==> src/shared/pdp_pkg.sv <==
// constants shared by the pulse-division pwm block and its bench
package pdp_pkg;

  // ----------------------------------------------------------------------------
  // apb addressing
  // ----------------------------------------------------------------------------
  localparam int          ADDR_W      = 18;
  // register indices as printed; byte address is four times the index
  localparam logic [15:0] CTRL_IDX    = 16'hffd0;
  localparam logic [15:0] UPPER_IDX   = 16'hffd1;
  localparam logic [15:0] LOWER_IDX   = 16'hffd2;
  localparam logic [15:0] STATUS_IDX  = 16'hffd3;
  localparam logic [15:0] CKSTP_IDX   = 16'hfffb;
  localparam logic [17:0] CTRL_ADDR   = {CTRL_IDX, 2'b00};
  localparam logic [17:0] UPPER_ADDR  = {UPPER_IDX, 2'b00};
  localparam logic [17:0] LOWER_ADDR  = {LOWER_IDX, 2'b00};
  localparam logic [17:0] STATUS_ADDR = {STATUS_IDX, 2'b00};
  localparam logic [17:0] CKSTP_ADDR  = {CKSTP_IDX, 2'b00};

  // ----------------------------------------------------------------------------
  // reset values and read-back values
  // ----------------------------------------------------------------------------
  localparam logic [7:0]  CTRL_RST    = 8'hfc;
  localparam logic [7:0]  UPPER_RST   = 8'hc0;
  localparam logic [7:0]  LOWER_RST   = 8'h00;
  localparam logic [7:0]  CKSTP_RST   = 8'hff;
  localparam logic [7:0]  WO_READ     = 8'hff;
  localparam logic [3:0]  CKSTP_RSVD  = 4'hf;

  // ----------------------------------------------------------------------------
  // field positions
  // ----------------------------------------------------------------------------
  localparam int          SEL_LSB     = 0;
  localparam int          STBY_BIT    = 1;
  localparam int          UP_W        = 6;
  localparam int          LO_W        = 8;
  localparam int          DUTY_W      = 14;

  // ----------------------------------------------------------------------------
  // waveform geometry, counted in pulses and modulation steps
  // ----------------------------------------------------------------------------
  localparam logic [5:0]  LAST_PULSE  = 6'h3f;
  localparam logic [7:0]  LAST_STEP   = 8'hff;
  localparam logic [14:0] PULSE_BASE  = 15'h0040;
  localparam logic [14:0] PERIOD_STEP = 15'h4000;

endpackage

==> src/verilog/pdp_pwm.sv <==
// pulse-division 14-bit pwm generator with apb register slave
//
// Notes on behaviour
// - the clock select field gives a pwm input clock of 2, 4, 8 or 16 clk for values 0 to 3.
// - one conversion period lasts 16384, 32768, 65536 or 131072 clk, a step of 1, 2, 4 or 8.
// - reset loads the control register with fc, so the clock select field is 00.
// - control bits 7 to 2 read as one and ignore writes, and the whole register reads as ff.
// - the duty is 14 bits, upper 6 in the upper duty register and lower 8 in the lower one.
// - a write to the upper duty register hands both duty bytes to the generator.
// - the generator takes a handed-over duty only at the start of a conversion period.
// - both duty registers read as all ones.
// - reset loads the duty registers with c000, upper c0 and lower 00.
// - each conversion period is made of exactly 64 pulses.
// - high time per period is (duty + 64) steps, at most 16384, each step half an input clock.
// - clock stop bit 1 low puts the block in standby; the register resets to ff.
`timescale 1ns/10ps

module pdp_pwm (
  input  wire logic                        clk,
  input  wire logic                        nrst,
  input  wire logic                        psel,
  input  wire logic                        penable,
  input  wire logic                        pwrite,
  input  wire logic [pdp_pkg::ADDR_W-1:0]  paddr,
  input  wire logic [31:0]                 pwdata,
  output logic                             pready,
  output logic [31:0]                      prdata,
  output logic                             pslverr,
  output logic                             pwm_out
);
  import pdp_pkg::*;

  // ----------------------------------------------------------------------------
  // state
  // ----------------------------------------------------------------------------
  typedef struct packed {
    logic [1:0]        sel;    // input clock select
    logic [UP_W-1:0]   up;     // upper duty register
    logic [LO_W-1:0]   lo;     // lower duty register
    logic [DUTY_W-1:0] xfer;   // duty handed to the generator
    logic              pend;   // handed-over duty not yet in use
    logic [DUTY_W-1:0] act;    // duty in use for this period
    logic [3:0]        ckstp;  // clock stop bits 3..0
    logic [3:0]        pre;    // input clock prescaler
    logic [7:0]        step;   // step within the pulse
    logic [5:0]        pulse;  // pulse within the period
    logic              out;    // waveform pin
    logic              rdy;    // apb ready
    logic [31:0]       rdata;  // apb read data
    logic              err;    // apb slave error
  } pdp_state_t;

  localparam pdp_state_t ST_RST = '{
    sel:   CTRL_RST[1:0],
    up:    UPPER_RST[UP_W-1:0],
    lo:    LOWER_RST,
    xfer:  {UPPER_RST[UP_W-1:0], LOWER_RST},
    pend:  1'b0,
    act:   {UPPER_RST[UP_W-1:0], LOWER_RST},
    ckstp: CKSTP_RST[3:0],
    pre:   4'h0,
    step:  8'h00,
    pulse: 6'h00,
    out:   1'b0,
    rdy:   1'b0,
    rdata: 32'h0000_0000,
    err:   1'b0
  };

  pdp_state_t st_r;
  pdp_state_t st_nxt;

  // ----------------------------------------------------------------------------
  // helpers
  // ----------------------------------------------------------------------------
  // last prescaler count of one input clock period
  function automatic logic [3:0] tclk_last(input logic [1:0] s);
    case (s)
      2'h0:    tclk_last = 4'h1;
      2'h1:    tclk_last = 4'h3;
      2'h2:    tclk_last = 4'h7;
      default: tclk_last = 4'hf;
    endcase
  endfunction

  // bit reversal of the pulse number spreads the remainder evenly
  function automatic logic [5:0] rev6(input logic [5:0] v);
    rev6 = {v[0], v[1], v[2], v[3], v[4], v[5]};
  endfunction

  logic       stby;
  logic       step_en;
  logic       wrap;
  logic       extra;
  logic [8:0] hi_len;
  logic       hi_bit;
  logic       wr_acc;
  logic [3:0] half_mask;

  // standby, step timing and the high/low decision of the current step
  assign stby      = ~st_r.ckstp[STBY_BIT];
  assign half_mask = tclk_last(st_r.sel) >> 1;
  // a step is half an input clock, so both input clock edges advance it
  assign step_en   = ~stby && ((st_r.pre & half_mask) == half_mask);
  assign wrap      = step_en && st_r.step == LAST_STEP && st_r.pulse == LAST_PULSE;
  assign extra     = rev6(st_r.pulse) < st_r.act[5:0];
  // one base step per pulse plus the share of the duty
  assign hi_len    = 9'h001 + {1'b0, st_r.act[13:6]} + {8'h00, extra};
  assign hi_bit    = {1'b0, st_r.step} < hi_len;
  assign wr_acc    = psel && penable && st_r.rdy && pwrite && !st_r.err;

  // ----------------------------------------------------------------------------
  // next state
  // ----------------------------------------------------------------------------
  always_comb begin
    st_nxt = st_r;

    // input clock prescaler; the >= catches a select lowered mid count
    if (!stby) begin
      if (st_r.pre >= tclk_last(st_r.sel)) begin
        st_nxt.pre = 4'h0;
      end else begin
        st_nxt.pre = st_r.pre + 4'h1;
      end
    end

    // 256 steps per pulse, 64 pulses per period
    if (step_en) begin
      st_nxt.step = st_r.step + 8'h01;
      if (st_r.step == LAST_STEP) begin
        st_nxt.pulse = st_r.pulse + 6'h01;
      end
      st_nxt.out = hi_bit;
    end

    // new duty enters only at the period boundary, so no pulse is cut short
    if (wrap && st_r.pend) begin
      st_nxt.act  = st_r.xfer;
      st_nxt.pend = 1'b0;
    end

    // apb setup: decode and prepare the answer for the access phase
    st_nxt.rdy = psel && !penable;
    if (psel && !penable) begin
      st_nxt.err   = 1'b0;
      st_nxt.rdata = 32'h0000_0000;
      case (paddr)
        CTRL_ADDR:   st_nxt.rdata = {24'h00_0000, WO_READ};
        UPPER_ADDR:  st_nxt.rdata = {24'h00_0000, WO_READ};
        LOWER_ADDR:  st_nxt.rdata = {24'h00_0000, WO_READ};
        CKSTP_ADDR:  st_nxt.rdata = {24'h00_0000, CKSTP_RSVD, st_r.ckstp};
        STATUS_ADDR: st_nxt.rdata = {24'h00_0000, 1'b0, stby, st_r.pulse};
        default:     st_nxt.err   = 1'b1;
      endcase
      if (pwrite) begin
        st_nxt.rdata = 32'h0000_0000;
      end
    end

    // apb access: writes take effect on the completing edge
    if (wr_acc) begin
      case (paddr)
        CTRL_ADDR:  st_nxt.sel = pwdata[SEL_LSB +: 2];
        LOWER_ADDR: st_nxt.lo  = pwdata[LO_W-1:0];
        UPPER_ADDR: begin
          st_nxt.up   = pwdata[UP_W-1:0];
          // relies on the lower byte having been written first
          st_nxt.xfer = {pwdata[UP_W-1:0], st_r.lo};
          st_nxt.pend = 1'b1;                                               // set beats clear
        end
        CKSTP_ADDR: st_nxt.ckstp = pwdata[3:0];
        default:    st_nxt.ckstp = st_r.ckstp;
      endcase
    end
  end

  // ----------------------------------------------------------------------------
  // registers
  // ----------------------------------------------------------------------------
  always_ff @(posedge clk) begin
    if (!nrst) begin
      st_r <= ST_RST;
    end else begin
      st_r <= st_nxt;
    end
  end

  // outputs come straight from the state register
  assign pready  = st_r.rdy;
  assign prdata  = st_r.rdata;
  assign pslverr = st_r.err;
  assign pwm_out = st_r.out;

  // high steps seen so far in this period, for the duty check
  logic [14:0] hi_acc_r;
  logic [14:0] hi_exp;
  always_ff @(posedge clk) begin
    if (!nrst) begin
      hi_acc_r <= 15'h0000;
    end else if (wrap) begin
      hi_acc_r <= 15'h0000;
    end else if (step_en && hi_bit) begin
      hi_acc_r <= hi_acc_r + 15'h0001;
    end
  end
  // duty above 16320 saturates: no pulse can be longer than itself
  assign hi_exp = ({1'b0, st_r.act} + PULSE_BASE > PERIOD_STEP) ?
                  PERIOD_STEP : {1'b0, st_r.act} + PULSE_BASE;
endmodule

==> config.mk <==
export PLATFORM = sky130hd
export DESIGN_NAME = pdp_pwm
export DESIGN_NICKNAME = d
export VERILOG_FILES = /design/src/shared/pdp_pkg.sv /design/src/verilog/pdp_pwm.sv
export SDC_FILE = /design/constraint.sdc
export NUM_CORES = 1
export LEC_CHECK = 0
export BUFFER_PORTS_ARGS = -buffer_cell sky130_fd_sc_hd__buf_2
export CAP_MARGIN = 5
export CORE_ASPECT_RATIO = 0.6
export CORE_MARGIN = 4
export CORE_UTILIZATION = 40
export CTS_BUF_LIST = sky130_fd_sc_hd__clkbuf_16
export CTS_CLUSTER_DIAMETER = 60
export CTS_CLUSTER_SIZE = 8
export DETAILED_ROUTE_END_ITERATION = 10
export SLEW_MARGIN = 0
export SYNTH_ARGS = -nofsm -noshare
export SYNTH_HDL_FRONTEND = slang
export SYNTH_SLANG_ARGS = --single-unit
export TNS_END_PERCENT = 1
==> constraint.sdc <==
create_clock -name clk -period 8.15 [get_ports clk]
set_input_delay 0.815 -clock clk [delete_from_list [all_inputs] [get_ports clk]]
set_output_delay 0.815 -clock clk [all_outputs]
set_load 0.005 [all_outputs]
==> results of run 1 <==
layout make-up:
type | instances | area, um2 | share of cell area (%)
Timing Repair Buffer | 42 | 213 | 4.98
Tap cell | 130 | 163 | 3.81
Sequential cell | 72 | 1440 | 33.8
Inverter | 13 | 48.8 | 1.14
Clock buffer | 9 | 225 | 5.27
Clock inverter | 5 | 36.3 | 0.850
Multi-Input combinational cell | 314 | 2140 | 50.2
power by group through the flow:
stage	Clock (mW)	Combinational, mW	Sequential (mW)
2_1_floorplan	0	0.0520	0.375
3_3_place_gp	0	0.0606	0.377
3_5_place_dp	0	0.0628	0.378
4_1_cts	0.356	0.0635	0.370
5_1_grt	0.376	0.0739	0.371
6_report	0.348	0.0630	0.370
path summary, 6_finish.rpt:
check	endpoint	startpoint	slack [ns]
min	st_r[65]	st_r[80]	0.46
min reg2reg	st_r[65]	st_r[80]	0.46
max	pwm_out	st_r[39]	5.11
max reg2reg	pwm_out	st_r[39]	5.11
sequential cells by signal, indices dropped and copies added (netlist names):
register  flops
st_r         61
prdata        8
pready        1
pslverr       1
pwm_out       1
logic make-up (layout without fill, tap and decap cells):
logic type / count (synthesis) / count (layout) / synth area share [%]
flops: 72 / 72 / 37.3
fa+ha+maj: 20 / 20 / 6.48
other cells: 1 / 24 / 0.0971
buf+inv: 60 / 69 / 9.46
simple gates: 164 / 164 / 24.7
xor+xnor: 20 / 20 / 4.53
mux: 31 / 31 / 8.03
compound gates: 55 / 55 / 9.42
worst max-delay path: cells and delay by family, from the launching register on:
family                     cells  cell delay [ns]
buffers and inverters          1             0.08
xor gates and xnor gates       1             0.10
AOI/OAI and AO/OA              7             1.21
adders and majority gates      4             0.88
and+or+nand+nor                2             0.24
DFF                            1             0.45
per-stage QoR:
step / hold slack, ns / worst slack [ns]
2_1_floorplan: 0.431 / 5.46
3_3_place_gp: 0.444 / 5.16
3_5_place_dp: 0.453 / 5.14
4_1_cts: 0.462 / 5.11
5_1_grt: 0.479 / 4.71
6_report: 0.460 / 5.11
cell usage in the layout (no fill, tap or decap), drive strengths merged, types with 2 or more instances in the layout:
| master | instances |
|---|---|
| a21boi | 17 |
| a21o | 4 |
| a21oi | 9 |
| a22oi | 3 |
| a31oi | 2 |
| and2 | 15 |
| buf | 42 |
| clkbuf | 9 |
| clkinv | 2 |
| clkinvlp | 3 |
| conb | 24 |
| dfxtp | 72 |
| ha | 20 |
| inv | 13 |
| mux2i | 31 |
| nand2 | 52 |
| nand2b | 5 |
| nand3 | 17 |
| nand4 | 10 |
| nand4b | 2 |
| nor2 | 12 |
| nor2b | 28 |
| nor3 | 2 |
| nor3b | 2 |
| nor4 | 11 |
| nor4b | 2 |
| o211ai | 2 |
| o21ai | 12 |
| o31ai | 2 |
| or3 | 2 |
| xnor2 | 4 |
| xor2 | 16 |
metal layers:
layer  share of wire (%)  up-vias  global-route usage, %
met1                  54     1294                   23.0
met5                   0        -                      0
li1                    -     1457                      -
met3                 5.0       12                   4.19
met4                 1.3        0                   5.18
met2                  40       49                   20.5
==> results.md, run 1 <==
- Hold Path Depth: 2
- Worst EP required: 8.41 ns
- Drt pass-1 iters: 4
- CTS tree: built
- Ports: 90
- TritonCTS buffer count: 9
- Crit Path Class: register to register
- Average size of a mapped cell: 9.13 um2
- Post-CTS Setup Bufs: 0
- Port buffer count: 41
- ANT cells: 0
- DR DRC count: 0
- Clock Sink Count: 72
- GP Congestion: 0.805
- Root buffer cell: clkbuf_16
- Clk slew on worst S/H paths: 0.06 ns
- Gr usage total: 15.2%
- Total gr overflow: 0
- Top-area cell type share of the netlist area: 37.3%
- Seq/Total Area, Yosys: 37.3%
- Post-DP HPWL: 6.05 mm
- Total power: 780 uW
- Post-synth EDFFs: 0
- 1st-iter DRT viols: 153
- H-tree lvl count: 3
- Post-CTS sizing: 0
- Max Transition Viols Final: 0
- Async set or reset register ratio after synthesis: 0%
- Largest net degree at the start of global routing: 69
- P&R area growth vs syn: 10.5%
- Fillcell total: 928
- First-pass GRT wire length: 13.7 mm
- Net Switching: 188 uW
- Utilization after layout: 46.0%
- Via density: 4.81
- Ys flop type: dfxtp_1
- Total wire length: 8.26 mm
- PD cells: 183 mW/mm2
- Distinct cells, synth: 46
- Crit end category: register
- Initial antenna violation count: 0
- CP Launch Type: register
- Crit path arrival time: 3.30 ns
- Final setup fails: 0
- RSZ-0062 raised after global routing: false
- CP Max Fanout: 5
- Final net count: 527
- Top cells by area, synth: dfxtp_1, mux2i_1, ha_1
- Mapped Cells: 423
- Most common cell in the netlist: dfxtp_1
- Skew-Pair Late Insertion Delay: 0.34 ns
- Fraction of layout cells with a size suffix above 1: 14.1%
- Peak VDD IR: 115 uV
- Most frequent cells after synthesis: dfxtp_1, nand2_1, buf_4
- Max frequency: 0.329 GHz
- Longest Clk Path Bufs: 2
- Sw Share: 24.1%
- Cell seen most often among critical-path stages: ha_1
- Setup tns final: 0 ns
- Wire per inst: 14.1 um
- Die X: 135 um
- Tcrit/Tclk final: 37.3%
- Critical path, cell by cell: ha_1 > a21o_1 > a21o_1 > a21oi_1 > o21ai_0 > ha_1 > inv_1 > ha_1 > nand2_1 > nor2_1 > xnor2_1 > ha_1 > a2111oi_0 > o21ai_0 > a31oi_1
- Status: finished clean
- Cell taking the most area after synthesis: dfxtp_1
- Final Instance Area: 0.00427 mm2
- Slew margin rel.: 14.9%
- Leakage Power: 1.93 nW
- Worst slew pin tran: 1.27 ns
- Initial core utilization: 41.6%
- Slowest stage cell, crit path: dfxtp_1
- Comb pwr share: 8.1%
- Final Hold Viols: 0
- Reg2reg path depth: 15
- Hold_buf cts: 0
- Synth warn: 0
- Vias: 2812
- Post-route ant nets: 0
- Synth Register Bits: 72
- Internal power: 592 uW
- Dpl cell area: 0.00401 mm2
- Row cnt: 27
- Clock Power Share: 44.5%
- Die H: 84.1 um
- Vias in the first global route: 2663
- Clock Skew: 0.00689 ns
- Max Cap Viol: 0
- Slowest stage delay, CP: 0.45 ns
- Seq pwr share: 47.4%
- Placed Cells: 571
- Fin crit period: 3.04 ns
- Die Area: 0.0113 mm2
- Final Non-Filler Cells: 585
- Worst hold path class: register to register
- Cell Area, Synth: 0.00386 mm2
- Core area: 0.00929 mm2
Power figures use the tool's default switching activity.
==> run 2, diff against run 1 <==
==> constraint.sdc (replaced) <==
create_clock -name clk -period 2.5 [get_ports clk]
set_input_delay 0.25 -clock clk [delete_from_list [all_inputs] [get_ports clk]]
set_output_delay 0.25 -clock clk [all_outputs]
set_load 0.005 [all_outputs]
==> results.md, run 2 (synthesis gave the netlist of run 1 again) <==
- Status: finished with violations
- Setup tns final: -0.204 ns (-0.204 ns)
- Final setup fails: 1 (+1)
- DR DRC count: 0 (unchanged)
- Initial core utilization: 41.6% (unchanged)
- Hold_buf cts: 0 (unchanged)
- TritonCTS buffer count: 9 (unchanged)
- Sw Share: 22.7% (-1.4 points)
- Worst EP required: 2.71 ns (-5.70 ns)
- Largest net degree at the start of global routing: 37 (-46%)
- Crit end category: register
- P&R area growth vs syn: 18.0%
- Comb pwr share: 7.6% (-0.5 points)
- Tcrit/Tclk final: 108% (+71 points)
- Total wire length: 8.65 mm (+4.7%)
- Slew margin rel.: 54.7% (+40 points)
- Clock Skew: 0.00422 ns (-0.00267 ns)
- Max frequency: 0.370 GHz (+13%)
- 1st-iter DRT viols: 171 (+12%)
- PD cells: 607 mW/mm2 (+230%)
- Post-route ant nets: 0 (unchanged)
- Worst hold path class: input pin to register
- Post-DP HPWL: 6.35 mm (+5.0%)
- Row cnt: 27 (unchanged)
- CP Launch Type: register
- Gr usage total: 16.0% (+0.77 points)
- Root buffer cell: clkbuf_16
- ANT cells: 0 (unchanged)
- Worst slew pin tran: 0.673 ns (-0.595 ns)
- Ports: 90 (unchanged)
- Core area: 0.00929 mm2 (unchanged)
- Wire per inst: 14.2 um (+0.78%)
- Internal power: 2.14 mW (+260%)
- Fraction of layout cells with a size suffix above 1: 20.9% (+6.9 points)
- Vias: 2893 (+2.9%)
- Longest Clk Path Bufs: 2 (unchanged)
- Largest register FFs: 61 (unchanged)
- Max Cap Viol: 0 (unchanged)
- Peak VDD IR: 335 uV (+190%)
- Clk slew on worst S/H paths: 0.05 ns (about the same)
- Seq pwr share: 43.5% (-3.9 points)
- Final net count: 548 (+4.0%)
- Crit Path Class: register to register
- CTS tree: built
- Vias in the first global route: 2772 (+4.1%)
- Fin crit period: 2.70 ns (-0.339 ns)
- Die X: 135 um (unchanged)
- Violated checks: negative setup slack
- Total power: 2.77 mW (+250%)
- Die Area: 0.0113 mm2 (unchanged)
- Max Transition Viols Final: 0 (unchanged)
- GP Congestion: 0.791 (-1.9%)
- Setup ws final: -0.204 ns (-5.31 ns)
- Clock Sink Count: 72 (unchanged)
- Final Hold Viols: 0 (unchanged)
- Port buffer count: 41 (unchanged)
- Crit path arrival time: 2.91 ns (-0.39 ns)
- Drt pass-1 iters: 4 (unchanged)
- First-pass GRT wire length: 14.1 mm (+2.9%)
- Skew-Pair Late Insertion Delay: 0.34 ns (about the same)
- Total gr overflow: 0 (unchanged)
- Most frequent cells in the layout: dfxtp_1, nand2_1, buf_2, mux2i_1, nor2b_1
- Clock Power Share: 48.9% (+4.4 points)
- Via density: 4.76 (-1.0%)
- Initial antenna violation count: 0 (unchanged)
- CP Max Fanout: 3 (-2)
- Net Switching: 629 uW (+230%)
- Most common cell after layout, fill and taps aside: dfxtp_1
- Largest register by flop count: st_r
- Leakage Power: 2.09 nW (+8.3%)
- RSZ-0062 raised after global routing: true
- H-tree lvl count: 3 (unchanged)
- Die H: 84.1 um (unchanged)
==> run 2: cell count changes in the layout (fill, tap and decap cells not counted), moves of 2 or more <==
cell | previous run | this run
ha_2 | 0 | 4
clkinv_1 | 0 | 2
clkinvlp_4 | 3 | 1
ha_1 | 20 | 14
inv_2 | 0 | 2
dfxtp_2 | 0 | 2
buf_4 | 1 | 22
dfxtp_1 | 72 | 70
bufinv_16 | 0 | 2
ha_4 | 0 | 2
o21ai_1 | 2 | 5
o21ai_0 | 10 | 7
==> run 2: per-layer routing <==
metal	up-vias	routed length [um]	GRT usage [%]
li1	1499	-	-
met1	1319	4440	23.4
met2	59	3510	21.5
met3	16	571	5.63
met4	0	136	5.45
met5	-	0	0
==> run 2: path summary, 6_finish.rpt <==
path,start,to,slack [ns],cells past startpoint
setup / recovery,st_r[58],pwm_out,-0.20,16
hold / removal,pwdata[6],st_r[92],0.16,3
setup reg to reg,st_r[58],pwm_out,-0.20,16
hold reg to reg,st_r[62],st_r[62],0.45,2
==> run 2: area by class of cell <==
class                           count  area (um2)
Clock buffer                        9         225
Clock inverter                      7        87.6
Fill cell                         892        4730
Inverter                           13        48.8
Multi-Input combinational cell    314        2220
Sequential cell                    72        1440
Tap cell                          130         163
Timing Repair Buffer               63         370
==> run 2: power groups by stage <==
stage	clock (mW)	combinational, mW	sequential (mW)
6_report	1.35	0.210	1.20
5_1_grt	1.43	0.241	1.21
4_1_cts	1.39	0.211	1.20
3_5_place_dp	0	0.209	1.23
3_3_place_gp	0	0.205	1.23
2_1_floorplan	0	0.170	1.22
==> run 2: per-stage QoR <==
stage,std cells,util (%),hold WS [ns],setup slack (ns),cell area [um2]
6_report,608,49.1,0.162,-0.204,4560
5_1_grt,608,49.1,0.157,-0.372,4560
4_1_cts,606,48.7,0.146,-0.138,4520
3_5_place_dp,588,44.8,0.449,-0.280,4160
3_3_place_gp,588,44.8,0.444,-0.231,4160
2_1_floorplan,446,-,0.375,-0.0474,3970
==> run 2: repair_timing <==
| action | CTS | global route |
|---|---|---|
| setup buffers | 2 | 2 |
| resized for setup | 9 | 5 |
| pin swaps | 13 | 8 |
| setup endpoints to repair | 1 | 1 |
==> run 2: critical path, stage by stage (launching register included) <==
cell and delay [ns]:
dfxtp_2 0.33, inv_2 0.05, ha_4 0.22, a21o_1 0.17, a21o_1 0.17, a21oi_2 0.13, o21ai_1 0.08, ha_2 0.22
inv_2 0.08, ha_4 0.15, nand2_2 0.05, nor2_2 0.15, xnor2_1 0.17, ha_2 0.25, o21ai_1 0.08, a32oi_1 0.19
a31oi_1 0.10
